<file path="src/rtl/pss_pkg.sv">
// constants, register map and snapshot entry layout of the snapshot selector
// Operation
// - eight independent snapshots per preset, any one selectable as active
// - snapshot holds block bypass, alternate choice, main level, insert-path level
// - switching applies stored bypass, alternate and levels at once, audio uninterrupted
// - new preset marks every block engaged in all eight snapshots
// - alternate choice exists only for amp, cab, chorus, delay, drive, etc. blocks
// - direct select uses configurable controller number, default 34
// - direct select activates snapshot (value mod 8) plus one
// - footswitch opening loads snapshot one, closure snapshot eight, like values 0 and 127
// - step up and step down controller numbers, defaults 123 and 124
// - step acts only for values 64-127; 0-63 ignored without change
// - custom mapping turns program change into target preset and snapshot
// - suppression on: change mapping to loaded preset only switches snapshot
// - mapping table edits act at once, no store needed
// - revert off: edits survive snapshot changes until preset load or reload
// - revert on: leaving a snapshot discards its unsaved edits
// - store commits all eight snapshots of the preset together
// - input-only bypass stops feeding block but lets existing tails decay
// - main level scales the whole output including carried-over tails
// - active snapshot number shown on recall and layout displays
// - every snapshot change is reported to the attached foot controller
package pss_pkg;

	// ========================================================================
	// snapshot entry layout
	localparam int          NUM_SNAPSHOTS = 8;
	localparam int          SNAP_W        = 3;
	localparam int          NUM_BLOCKS    = 16;
	localparam int          LEVEL_W       = 8;
	localparam int          ENTRY_W       = 48;
	localparam int          BYP_LSB       = 0;
	localparam int          ALT_LSB       = 16;
	localparam int          MAIN_LSB      = 32;
	localparam int          LOOP_LSB      = 40;
	// blocks 0..9: amp, cab, chorus, delay, drive, flanger, pitch, phaser, reverb, wah
	localparam logic [15:0] ALT_CAPABLE_MASK = 16'h03FF;
	localparam logic [7:0]  RESET_LEVEL      = 8'h80;
	localparam logic [2:0]  FIRST_SNAPSHOT   = 3'h0;
	localparam logic [2:0]  LAST_SNAPSHOT    = 3'h7;

	// ========================================================================
	// controller defaults and thresholds
	localparam logic [6:0] RESET_SELECT_CC = 7'h22;
	localparam logic [6:0] RESET_UP_CC     = 7'h7B;
	localparam logic [6:0] RESET_DOWN_CC   = 7'h7C;
	localparam logic [6:0] CC_VALUE_MIN    = 7'h00;
	localparam logic [6:0] CC_VALUE_MAX    = 7'h7F;
	localparam int         SYNC_STAGES     = 3;

	// ========================================================================
	// register map (byte addresses) and fields
	localparam logic [7:0] CTRL_OFFSET   = 8'h00;
	localparam logic [7:0] CCNUM_OFFSET  = 8'h04;
	localparam logic [7:0] STATUS_OFFSET = 8'h08;
	localparam logic [7:0] CMD_OFFSET    = 8'h0C;
	localparam logic [7:0] BYPASS_OFFSET = 8'h10;
	localparam logic [7:0] ALT_OFFSET    = 8'h14;
	localparam logic [7:0] LEVEL_OFFSET  = 8'h18;
	localparam logic [7:0] MUTE_OFFSET   = 8'h1C;
	localparam logic [7:0] MAP_OFFSET    = 8'h20;
	localparam int         CTRL_REVERT   = 0;
	localparam int         CTRL_SUPPRESS = 1;
	localparam int         CTRL_CUSTOM   = 2;
	localparam int         CMD_STORE     = 0;
	localparam int         CMD_CREATE    = 1;
	localparam int         CMD_RELOAD    = 2;
	localparam int         CMD_PANEL     = 3;
	localparam int         CMD_PANEL_LSB = 4;
	localparam int         CMD_LOAD      = 7;
	localparam int         CMD_PRESET_LSB = 8;
	localparam int         MAP_TO_LSB    = 8;
	localparam int         MAP_SNAP_LSB  = 16;
	localparam logic [1:0] RESP_OKAY     = 2'h0;
	localparam logic [1:0] RESP_SLVERR   = 2'h2;

endpackage

</file>
<file path="src/rtl/pss_snapshot_selector.sv">
// snapshot selector: midi/panel/footswitch selection, edit store and axi4-lite registers
//
// The implementer's own choices: the AXI4-Lite register port and the register addresses.
`timescale 1ns/1ps
module pss_snapshot_selector (
	input  wire logic        core_clk,
	input  wire logic        srst,
	// axi4-lite slave
	input  wire logic [7:0]  s_axi_awaddr,
	input  wire logic        s_axi_awvalid,
	output logic             s_axi_awready,
	input  wire logic [31:0] s_axi_wdata,
	input  wire logic [3:0]  s_axi_wstrb,
	input  wire logic        s_axi_wvalid,
	output logic             s_axi_wready,
	output logic [1:0]       s_axi_bresp,
	output logic             s_axi_bvalid,
	input  wire logic        s_axi_bready,
	input  wire logic [7:0]  s_axi_araddr,
	input  wire logic        s_axi_arvalid,
	output logic             s_axi_arready,
	output logic [31:0]      s_axi_rdata,
	output logic [1:0]       s_axi_rresp,
	output logic             s_axi_rvalid,
	input  wire logic        s_axi_rready,
	// decoded midi messages
	input  wire logic        midi_cc_valid,
	input  wire logic [6:0]  midi_cc_number,
	input  wire logic [6:0]  midi_cc_value,
	input  wire logic        midi_pc_valid,
	input  wire logic [6:0]  midi_pc_number,
	// local_footswitch_input jack pin
	input  wire logic        local_footswitch_input,
	// applied snapshot contents
	output logic [15:0]      block_bypass,
	output logic [15:0]      block_alt_select,
	output logic [15:0]      block_input_mute,
	output logic [15:0]      block_output_mute,
	output logic [7:0]       main_level,
	output logic [7:0]       external_insert_path_level,
	// display, foot controller report, preset engine
	output logic [3:0]       display_snapshot_number,
	output logic             snapshot_report_valid,
	output logic [3:0]       snapshot_report_number,
	output logic             preset_load_valid,
	output logic [6:0]       preset_load_index,
	output logic             preset_store_valid
);

	// ========================================================================
	// functions
	function automatic logic [31:0] merge_bytes(input logic [31:0] old_v,
		input logic [31:0] new_v, input logic [3:0] strb);
		logic [31:0] r;
		r = old_v;
		for (int i = 0; i < 4; i++) begin
			if (strb[i]) begin
				r[i*8 +: 8] = new_v[i*8 +: 8];
			end
		end
		return r;
	endfunction

	function automatic logic [47:0] fresh_entry();
		logic [47:0] e;
		e = '0;
		e[pss_pkg::MAIN_LSB +: 8] = pss_pkg::RESET_LEVEL;
		e[pss_pkg::LOOP_LSB +: 8] = pss_pkg::RESET_LEVEL;
		return e;
	endfunction

	// ========================================================================
	// state
	logic [47:0] working [pss_pkg::NUM_SNAPSHOTS];
	logic [47:0] stored  [pss_pkg::NUM_SNAPSHOTS];
	logic [9:0]  map_table [128];
	logic [2:0]  active;
	logic [6:0]  current_preset;
	logic [2:0]  ctrl;
	logic [6:0]  select_cc;
	logic [6:0]  step_up_controller_number;
	logic [6:0]  step_down_controller_number;
	logic [15:0] silence_block_input_only;
	logic [6:0]  map_view;
	logic        aw_held;
	logic [7:0]  aw_addr;
	logic        w_held;
	logic [31:0] w_data;
	logic [3:0]  w_strb;
	logic        do_write;
	logic [2:0]  fs_sync;
	logic        fs_level;
	logic        fs_event;
	logic        change;
	logic [2:0]  next_active;
	logic        load;
	logic [6:0]  next_preset;
	logic        store_cmd;
	logic        create_cmd;
	logic [47:0] act_entry;

	// ========================================================================
	// axi4-lite write path: address and data taken in either order
	assign s_axi_awready = ~aw_held;
	assign s_axi_wready  = ~w_held;
	assign do_write      = aw_held & w_held & ~s_axi_bvalid;

	always_ff @(posedge core_clk) begin
		if (srst) begin
			aw_held <= 1'b0;
			aw_addr <= '0;
		end else if (s_axi_awvalid && !aw_held) begin
			aw_held <= 1'b1;
			aw_addr <= s_axi_awaddr;
		end else if (do_write) begin
			aw_held <= 1'b0;
		end
	end

	always_ff @(posedge core_clk) begin
		if (srst) begin
			w_held <= 1'b0;
			w_data <= '0;
			w_strb <= '0;
		end else if (s_axi_wvalid && !w_held) begin
			w_held <= 1'b1;
			w_data <= s_axi_wdata;
			w_strb <= s_axi_wstrb;
		end else if (do_write) begin
			w_held <= 1'b0;
		end
	end

	always_ff @(posedge core_clk) begin
		if (srst) begin
			s_axi_bvalid <= 1'b0;
			s_axi_bresp  <= pss_pkg::RESP_OKAY;
		end else if (do_write) begin
			s_axi_bvalid <= 1'b1;
			s_axi_bresp  <= (aw_addr[1:0] == 2'h0 && aw_addr <= pss_pkg::MAP_OFFSET) ?
				pss_pkg::RESP_OKAY : pss_pkg::RESP_SLVERR;
		end else if (s_axi_bready) begin
			s_axi_bvalid <= 1'b0;
		end
	end

	// ========================================================================
	// configuration registers
	always_ff @(posedge core_clk) begin
		if (srst) begin
			ctrl                        <= '0;
			select_cc                   <= pss_pkg::RESET_SELECT_CC;
			step_up_controller_number   <= pss_pkg::RESET_UP_CC;
			step_down_controller_number <= pss_pkg::RESET_DOWN_CC;
			silence_block_input_only    <= '0;
			map_view                    <= '0;
		end else if (do_write) begin
			case (aw_addr)
				pss_pkg::CTRL_OFFSET: begin
					ctrl <= 3'(merge_bytes({29'h0, ctrl}, w_data, w_strb));
				end
				pss_pkg::CCNUM_OFFSET: begin
					if (w_strb[0]) select_cc <= w_data[6:0];
					if (w_strb[1]) step_up_controller_number <= w_data[14:8];
					if (w_strb[2]) step_down_controller_number <= w_data[22:16];
				end
				pss_pkg::MUTE_OFFSET: begin
					silence_block_input_only <= 16'(merge_bytes({16'h0,
						silence_block_input_only}, w_data, w_strb));
				end
				pss_pkg::MAP_OFFSET: begin
					map_view <= w_data[6:0];
				end
				default: begin
				end
			endcase
		end
	end

	// table edits act on the next program change, nothing to commit
	always_ff @(posedge core_clk) begin
		if (do_write && aw_addr == pss_pkg::MAP_OFFSET) begin
			map_table[w_data[6:0]] <= {w_data[pss_pkg::MAP_SNAP_LSB +: 3],
				w_data[pss_pkg::MAP_TO_LSB +: 7]};
		end
	end

	// ========================================================================
	// local_footswitch_input jack: three stages, change accepted when last two agree
	always_ff @(posedge core_clk) begin
		if (srst) begin
			fs_sync  <= '0;
			fs_level <= 1'b0;
		end else begin
			fs_sync <= {fs_sync[1:0], local_footswitch_input};
			if (fs_sync[1] == fs_sync[2] && fs_sync[2] != fs_level) begin
				fs_level <= fs_sync[2];
			end
		end
	end

	assign fs_event = (fs_sync[1] == fs_sync[2]) && (fs_sync[2] != fs_level);

	// ========================================================================
	// selection: preset commands, program change, cc select, step, local_footswitch_input, panel
	assign store_cmd  = do_write && aw_addr == pss_pkg::CMD_OFFSET &&
		w_data[pss_pkg::CMD_STORE];
	assign create_cmd = do_write && aw_addr == pss_pkg::CMD_OFFSET &&
		w_data[pss_pkg::CMD_CREATE];

	always_comb begin
		change      = 1'b0;
		next_active = active;
		load        = 1'b0;
		next_preset = current_preset;
		if (do_write && aw_addr == pss_pkg::CMD_OFFSET &&
			(w_data[pss_pkg::CMD_RELOAD] || w_data[pss_pkg::CMD_LOAD] ||
			w_data[pss_pkg::CMD_CREATE])) begin
			load        = 1'b1;
			next_active = pss_pkg::FIRST_SNAPSHOT;
			if (w_data[pss_pkg::CMD_LOAD]) begin
				next_preset = w_data[pss_pkg::CMD_PRESET_LSB +: 7];
			end
		end else if (midi_pc_valid) begin
			if (ctrl[pss_pkg::CTRL_CUSTOM]) begin
				next_preset = map_table[midi_pc_number][6:0];
				next_active = map_table[midi_pc_number][9:7];
			end else begin
				next_preset = midi_pc_number;
				next_active = pss_pkg::FIRST_SNAPSHOT;
			end
			// same preset with suppression: snapshot switch only, no reload
			load = !(ctrl[pss_pkg::CTRL_SUPPRESS] && next_preset == current_preset);
		end else if (midi_cc_valid && midi_cc_number == select_cc) begin
			next_active = midi_cc_value[2:0];
		end else if (midi_cc_valid && midi_cc_value[6] &&
			midi_cc_number == step_up_controller_number) begin
			if (active != pss_pkg::LAST_SNAPSHOT) begin
				next_active = active + 3'h1;
			end
		end else if (midi_cc_valid && midi_cc_value[6] &&
			midi_cc_number == step_down_controller_number) begin
			if (active != pss_pkg::FIRST_SNAPSHOT) begin
				next_active = active - 3'h1;
			end
		end else if (fs_event) begin
			// closed acts as value 127, open as value 0
			next_active = fs_sync[2] ? pss_pkg::CC_VALUE_MAX[2:0] :
				pss_pkg::CC_VALUE_MIN[2:0];
		end else if (do_write && aw_addr == pss_pkg::CMD_OFFSET &&
			w_data[pss_pkg::CMD_PANEL]) begin
			next_active = w_data[pss_pkg::CMD_PANEL_LSB +: 3];
		end
		change = load || (next_active != active);
	end

	always_ff @(posedge core_clk) begin
		if (srst) begin
			active         <= pss_pkg::FIRST_SNAPSHOT;
			current_preset <= '0;
		end else begin
			active         <= next_active;
			current_preset <= next_preset;
		end
	end

	// ========================================================================
	// snapshot storage: edits, revert, load, store, create
	always_ff @(posedge core_clk) begin
		if (srst) begin
			for (int i = 0; i < pss_pkg::NUM_SNAPSHOTS; i++) begin
				working[i] <= fresh_entry();
			end
		end else if (load) begin
			// pending edits dropped on preset load, reload or create; with revert on also on snapshot change
			for (int i = 0; i < pss_pkg::NUM_SNAPSHOTS; i++) begin
				working[i] <= create_cmd ? fresh_entry() : stored[i];
			end
		end else if (change && ctrl[pss_pkg::CTRL_REVERT]) begin
			working[active] <= stored[active];
		end else if (do_write) begin
			case (aw_addr)
				pss_pkg::BYPASS_OFFSET: begin
					working[active][pss_pkg::BYP_LSB +: 16] <= 16'(merge_bytes({16'h0,
						working[active][pss_pkg::BYP_LSB +: 16]}, w_data,
						w_strb));
				end
				pss_pkg::ALT_OFFSET: begin
					working[active][pss_pkg::ALT_LSB +: 16] <= 16'(merge_bytes({16'h0,
						working[active][pss_pkg::ALT_LSB +: 16]}, w_data,
						w_strb)) & pss_pkg::ALT_CAPABLE_MASK;
				end
				pss_pkg::LEVEL_OFFSET: begin
					working[active][pss_pkg::MAIN_LSB +: 16] <= 16'(merge_bytes({16'h0,
						working[active][pss_pkg::MAIN_LSB +: 16]}, w_data,
						w_strb));
				end
				default: begin
				end
			endcase
		end
	end

	always_ff @(posedge core_clk) begin
		if (srst) begin
			for (int i = 0; i < pss_pkg::NUM_SNAPSHOTS; i++) begin
				stored[i] <= fresh_entry();
			end
		end else if (create_cmd) begin
			for (int i = 0; i < pss_pkg::NUM_SNAPSHOTS; i++) begin
				stored[i] <= fresh_entry();
			end
		end else if (store_cmd) begin
			for (int i = 0; i < pss_pkg::NUM_SNAPSHOTS; i++) begin
				stored[i] <= working[i];
			end
		end
	end

	// ========================================================================
	// applied outputs: no reset of audio state, only parameters move
	assign act_entry = working[active];

	always_ff @(posedge core_clk) begin
		if (srst) begin
			block_bypass               <= '0;
			block_alt_select           <= '0;
			block_input_mute           <= '0;
			block_output_mute          <= '0;
			main_level                 <= pss_pkg::RESET_LEVEL;
			external_insert_path_level <= pss_pkg::RESET_LEVEL;
			display_snapshot_number    <= 4'h1;
		end else begin
			block_bypass     <= act_entry[pss_pkg::BYP_LSB +: 16];
			block_alt_select <= act_entry[pss_pkg::ALT_LSB +: 16] &
				pss_pkg::ALT_CAPABLE_MASK;
			// input-only bypass lets delay and reverb tails ring out
			block_input_mute  <= act_entry[pss_pkg::BYP_LSB +: 16] &
				silence_block_input_only;
			block_output_mute <= act_entry[pss_pkg::BYP_LSB +: 16] &
				~silence_block_input_only;
			// applied after the mix, so tails follow it too
			main_level                 <= act_entry[pss_pkg::MAIN_LSB +: 8];
			external_insert_path_level <= act_entry[pss_pkg::LOOP_LSB +: 8];
			display_snapshot_number    <= {1'b0, active} + 4'h1;
		end
	end

	always_ff @(posedge core_clk) begin
		if (srst) begin
			snapshot_report_valid  <= 1'b0;
			snapshot_report_number <= 4'h1;
			preset_load_valid      <= 1'b0;
			preset_load_index      <= '0;
			preset_store_valid     <= 1'b0;
		end else begin
			snapshot_report_valid <= change;
			if (change) begin
				snapshot_report_number <= {1'b0, next_active} + 4'h1;
			end
			preset_load_valid  <= load;
			preset_load_index  <= next_preset;
			preset_store_valid <= store_cmd;
		end
	end

	// ========================================================================
	// axi4-lite read path
	assign s_axi_arready = ~s_axi_rvalid;

	always_ff @(posedge core_clk) begin
		if (srst) begin
			s_axi_rvalid <= 1'b0;
			s_axi_rdata  <= '0;
			s_axi_rresp  <= pss_pkg::RESP_OKAY;
		end else if (s_axi_arvalid && !s_axi_rvalid) begin
			s_axi_rvalid <= 1'b1;
			s_axi_rresp  <= pss_pkg::RESP_OKAY;
			case (s_axi_araddr)
				pss_pkg::CTRL_OFFSET:   s_axi_rdata <= {29'h0, ctrl};
				pss_pkg::CCNUM_OFFSET:  s_axi_rdata <= {9'h0, step_down_controller_number,
					1'b0, step_up_controller_number, 1'b0, select_cc};
				pss_pkg::STATUS_OFFSET: s_axi_rdata <= {17'h0, current_preset, 5'h0, active};
				pss_pkg::CMD_OFFSET:    s_axi_rdata <= '0;
				pss_pkg::BYPASS_OFFSET: s_axi_rdata <= {16'h0, act_entry[pss_pkg::BYP_LSB +: 16]};
				pss_pkg::ALT_OFFSET:    s_axi_rdata <= {16'h0, act_entry[pss_pkg::ALT_LSB +: 16]};
				pss_pkg::LEVEL_OFFSET:  s_axi_rdata <= {16'h0, act_entry[pss_pkg::MAIN_LSB +: 16]};
				pss_pkg::MUTE_OFFSET:   s_axi_rdata <= {16'h0, silence_block_input_only};
				pss_pkg::MAP_OFFSET:    s_axi_rdata <= {13'h0, map_table[map_view][9:7], 1'b0,
					map_table[map_view][6:0], 1'b0, map_view};
				default: begin
					s_axi_rdata <= '0;
					s_axi_rresp <= pss_pkg::RESP_SLVERR;
				end
			endcase
		end else if (s_axi_rready) begin
			s_axi_rvalid <= 1'b0;
		end
	end

endmodule

</file>
<file path="config.mk">
export PLATFORM = sky130hd
export DESIGN_NAME = pss_snapshot_selector
export DESIGN_NICKNAME = d
export VERILOG_FILES = /design/src/rtl/pss_pkg.sv /design/src/rtl/pss_snapshot_selector.sv
export SDC_FILE = /design/constraint.sdc
export NUM_CORES = 2
export LEC_CHECK = 0
export ABC_AREA = 0
export BUFFER_PORTS_ARGS = -buffer_cell sky130_fd_sc_hd__buf_2
export CAP_MARGIN = 40
export CELL_PAD_IN_SITES_DETAIL_PLACEMENT = 0
export CELL_PAD_IN_SITES_GLOBAL_PLACEMENT = 1
export CORE_MARGIN = 10
export CORE_UTILIZATION = 40
export CTS_CLUSTER_DIAMETER = 30
export DETAILED_ROUTE_END_ITERATION = 6
export PLACE_DENSITY_LB_ADDON = 0.3
export SETUP_SLACK_MARGIN = 0.4
export SYNTH_ARGS = -nofsm -noshare
export SYNTH_HDL_FRONTEND = slang
export SYNTH_SLANG_ARGS = --single-unit
export TNS_END_PERCENT = 20
</file>
<file path="constraint.sdc">
create_clock -name core_clk -period 6.7 [get_ports core_clk]
set_input_delay 2.01 -clock core_clk [delete_from_list [all_inputs] [get_ports core_clk]]
set_output_delay 2.01 -clock core_clk [all_outputs]
set_load 0.02 [all_outputs]
</file>
## After elaboration in Yosys (flattened, before gate mapping)

Memory sizes are Yosys's and may differ from the RTL's. A register that Yosys moved wholly into a read port is not among the register bits.
Index checks and enable logic that the tools add are counted.

| word-level totals | value |
|---|---|
| register bits after elaboration | 226 |
| bits in writable memories | 2048 |
| input bits | 83 |
| output and inout bits | 139 |
| word-level logic and storage cells | 287 |
| memories kept | 3 |

| cells by class | value |
|---|---|
| add/subtract/negate cells | 4 |
| magnitude comparators | 1 |
| eq/ne operators | 24 |
| multiplexer cells | 143 |
| bitwise operators | 36 |
| reductions and logical operators | 43 |

Memory list:

| memory | words | width | read ports | clocked after Yosys merged registers in | write ports | line | RTL |
|---|---|---|---|---|---|---|---|
| map_table | 128 | 10 | 2 | 1 | 1 | pss_snapshot_selector.sv:76 | `logic [9:0] map_table [128];` |
| stored | 8 | 48 | 9 | 1 | 8 | pss_snapshot_selector.sv:75 | `logic [47:0] stored [pss_pkg::NUM_SNAPSHOTS];` |
| working | 8 | 48 | 9 | 1 | 8 | pss_snapshot_selector.sv:74 | `logic [47:0] working [pss_pkg::NUM_SNAPSHOTS];` |

Operator list:

| cell | number |
|---|---|
| 48-bit two-way mux | 33 |
| 8-bit two-way mux | 30 |
| 23-bit case mux with 8 select lines | 1 |
| 8-bit by 5-bit equality test with 1-bit output, second input constant | 8 |
| 7-bit two-way mux | 8 |
| 16-bit two-way mux | 3 |
| 48-bit OR reduction | 1 |
| 1-bit two-way mux | 45 |
| 3-bit two-way mux | 15 |
| 16-bit bitwise AND | 2 |
| 7-bit equality test | 4 |
| 1-bit bitwise OR | 27 |
| 8-bit by 4-bit equality test with 1-bit output, second input constant | 3 |
| 3-bit AND reduction | 6 |
| 1-bit logical AND | 17 |
| 8-bit by 3-bit equality test with 1-bit output, second input constant | 2 |
| 8-bit by 6-bit equality test with 1-bit output, second input constant | 2 |
| 8-bit logical NOT | 2 |
| 2-bit two-way mux | 8 |
| 16-bit inverter | 1 |
| 2-bit nonzero test | 5 |
| 9-bit OR reduction | 1 |
| 3-bit by 1-bit adder with 4-bit output, second input constant | 2 |
| 8-bit by 6-bit less-or-equal comparator with 1-bit output, second input constant | 1 |
| other kinds (14) | 24 |

## Depth between registers and ports, before layout

| logic depth | value |
|---|---|
| depth in word-level cells | 21 |
| depth in mapped cells | 20 |
| gate-level depth less buffers | 13 |

## Worst setup path after synthesis

Ideal clock, no wire load.

| timing | value |
|---|---|
| path type | input port to flip-flop |
| from | input port midi_pc_number[1] |
| to | memory working[0][16] (enable) |
| library setup time | 465 ps |
| arrival | 6105 ps |
| slack | 130 ps |
| stages | 17 |
| path through | buf_4 -> buf_4 -> buf_6 -> buf_2 -> mux4_2 -> o22ai_1 -> o221ai_1 -> a2111oi_2 -> nand3_1 -> xor2_1 -> nor2_1 -> a41oi_4 -> nor3_4 -> buf_2 -> buf_2 -> clkbuf_1 -> o21ai_0 |

RTL lines:

| element | line | RTL |
|---|---|---|
| start: declaration | pss_snapshot_selector.sv:31 | `input wire logic [6:0] midi_pc_number,` |
| end: declaration | pss_snapshot_selector.sv:74 |  |

==> metrics.yaml <==
p_sw_frac: 0.232
cts-root-buf: "clkbuf_16"
worst_setup_path_end_kind: "register"
clock_latency_ns: 1.00
drc: 0
start_util: 0.402
grt_overflow: 0
hold_class: "register to register"
synth-async-reset-ratio: 0
tightest_slew_ns: 1.04
fin_crit_ns: 6.15
synth_flop_cell: "edfxtp_1"
wl_met3_mm: 46.8
clock-sinks: 2264
synth_area_sq_um: 103000
wl_mm: 385
h-tree-depth: 5
p_total_w: 0.0426
leakagePower_nw: 44.9
route.met2.wl_mm: 170
row_count: 186
path_class: "input pin to register"
port_buffers: 191
maxCapViolations: 0
die_x_microns: 528
die_h_microns: 528
timing.slew.headroom: 0.304
drive_above_1_share: 0.322
period_share: 0.918
finClkSkew_ns: 0.168
slew_viol_final: 0
tritoncts: "yes"
dieArea_sq_um: 279000
synth-seq-cells: 2264
gp_congestion: 0.915
status: "finished, final reports clean"
ys_seq_area_frac: 0.632
clockPowerShare: 0.577
most-common-layout-cells: "edfxtp_1, mux4_2, buf_4"
power_density_nw_per_um2: 326
dp_cells: 10500
synth_area_leader_cell: "edfxtp_1"
holdBufCountCts: 0
first_pass_iters: 6
area_growth_pct: 26.5
ios: 222
crit_fanout: 19
core_sq_um: 257000
synthDominantCellAreaShare: 0.581
synth_area_leaders: "edfxtp_1, mux4_2, dfxtp_1"
setup_viol: 0
hpwl_mm: 257
layout.cells.non_filler: 11400
drt-initial-drc-count: 9489
clock.fmax_mhz: 163
grt_max_degree: 191
peakVddDrop_mv: 0.251
wl_per_cell_microns: 33.9
finalHoldViolCount: 0
fill_cells: 21200
worstSetupStartpointType: "input pin"
internal-power_w: 0.0327
num_vias: 71500
cp.arrival_ns: 6.76
syn_inst: 6663
synth_edf_count: 2000
final_common_cell: "edfxtp_1"
ant_nets: 0
grt_setup_unrepaired: "false"
p_comb_frac: 0.051
routed.top_layer: "met5"
yosysWarnings: 0
grt_pass1_wl_mm: 540
seq_power_share: 0.372
worstPathRequired_ns: 7.32
ys_types: 86
nNetsFinal: 7627
avgSynthCellArea_sq_um: 15.5
p_switching_w: 0.00990
grt_pass1_vias: 71400
numCtsBuffers: 462
grt_use_total: 0.267
wl_met1_mm: 145
vias_per_cell: 6.30
clkTransAtPathRegs_ns: 0.05
max-clock-path-buffers: 4
grt_antenna_before_repair: 26
per-stage QoR:
stage | util | setup WS [ns] | cell area (sq um) | TNS, ns | hold WS, ns
floorplan | - | 0.130 | 103000 | 0 | 0.414
global placement | 0.441 | -0.249 | 113000 | -81.79 | 0.449
detailed placement | 0.443 | -0.350 | 114000 | -98.12 | 0.450
CTS | 0.509 | 0.613 | 131000 | 0 | 0.442
global route | 0.509 | 0.444 | 131000 | 0 | 0.456
finish | 0.509 | 0.551 | 131000 | 0 | 0.426
cell type report:
cell class | instances | area (sq um) | share of cell area
well taps | 3384 | 4230 | 0.0324
clock buffers | 528 | 12100 | 0.0925
clock inverters | 348 | 4810 | 0.0367
flip-flops and latches | 2264 | 65400 | 0.500
repair buffers | 924 | 8310 | 0.0635
multi-input cells | 3851 | 35800 | 0.273
inverters | 35 | 141 | 0.00108
diodes | 18 | 45.0 | 0.000344
cell usage after synthesis, drive strengths merged (12+ instances only):
cell / number
a2111oi: 16
a211o: 18
a211oi: 26
a21oi: 81
a221o: 13
a221oi: 44
a22o: 63
a22oi: 386
a2bb2oi: 15
a311oi: 14
a31oi: 19
and2: 358
and3: 28
and4: 13
buf: 201
clkbuf: 328
dfxtp: 264
edfxtp: 2000
inv: 34
mux2: 40
mux2i: 305
mux4: 696
nand2: 557
nand2b: 44
nand3: 50
nand3b: 26
nand4: 81
nor2: 274
nor2b: 82
nor3: 45
o21a: 30
o21ai: 316
o22ai: 40
xnor2: 21
xor2: 12
power by group through the flow:
stage / registers [W] / logic [W] / clock network [W]
floorplan: 0.0161 / 0.000942 / 0
global placement: 0.0161 / 0.00207 / 0
detailed placement: 0.0161 / 0.00212 / 0
CTS: 0.0159 / 0.00212 / 0.0248
global route: 0.0159 / 0.00224 / 0.0255
finish: 0.0159 / 0.00217 / 0.0246
critical path, stage by stage:
cell      delay [ns]
buf_8           0.24
buf_12          0.24
buf_12          0.21
buf_4           0.20
mux4_2          0.51
a22oi_1         0.20
nand3_1         0.31
a32oi_1         0.49
o211ai_1        0.18
buf_4           0.21
xor2_1          0.15
a211oi_2        0.24
a41oi_4         0.23
nor4_4          0.36
buf_12          0.19
buf_4           0.19
mux2i_1         0.27
buf_4           0.17
o21ai_0         0.09
flip-flops by register name, summed over array words and instances (netlist names), 7 cells and up, named ones only:
signal	cells
map_view	7
step_up_controller_number	7
w_data	23
external_insert_path_level	8
block_input_mute	16
s_axi_rdata	23
silence_block_input_only	16
block_bypass	16
preset_load_index	7
block_output_mute	16
working	384
map_table	1280
step_down_controller_number	7
block_alt_select	10
aw_addr	8
stored	384
main_level	8
select_cc	7
layer usage:
| metal | GRT usage | vias up |
|---|---|---|
| met4 | 0.134 | 6 |
| met1 | 0.353 | 37000 |
| met2 | 0.399 | 4928 |
| met5 | 0 | - |
| met3 | 0.0799 | 950 |
| li1 | - | 28700 |
logic make-up after synthesis:
kind of cell	share of synthesized area
other	0.0000363
adders and majority gates	0.000726
DFF	0.632
buffers and inverters	0.0245
and+or+nand+nor	0.0781
muxes	0.186
AOI/OAI and AO/OA	0.0758
xor gates and xnor gates	0.00280
path summary, 6_finish.rpt:
| path | startpoint | cells past startpoint | to | slack, ns |
|---|---|---|---|---|
| worst max-delay path | midi_pc_number[1] | 19 | working[2][33] | 0.55 |
| worst min-delay path | working[0][28] | 1 | stored[0][28] | 0.43 |
| worst max register to register | ctrl[2] | 15 | working[2][33] | 1.38 |
| worst min register to register | working[0][28] | 1 | stored[0][28] | 0.43 |
repair_timing:
action,CTS,global route
hold endpoints to repair,0,0
endpoints found under the setup margin,0,15
resized for setup,0,1
buffers inserted,0,0
(Power assumes the default switching activity.)
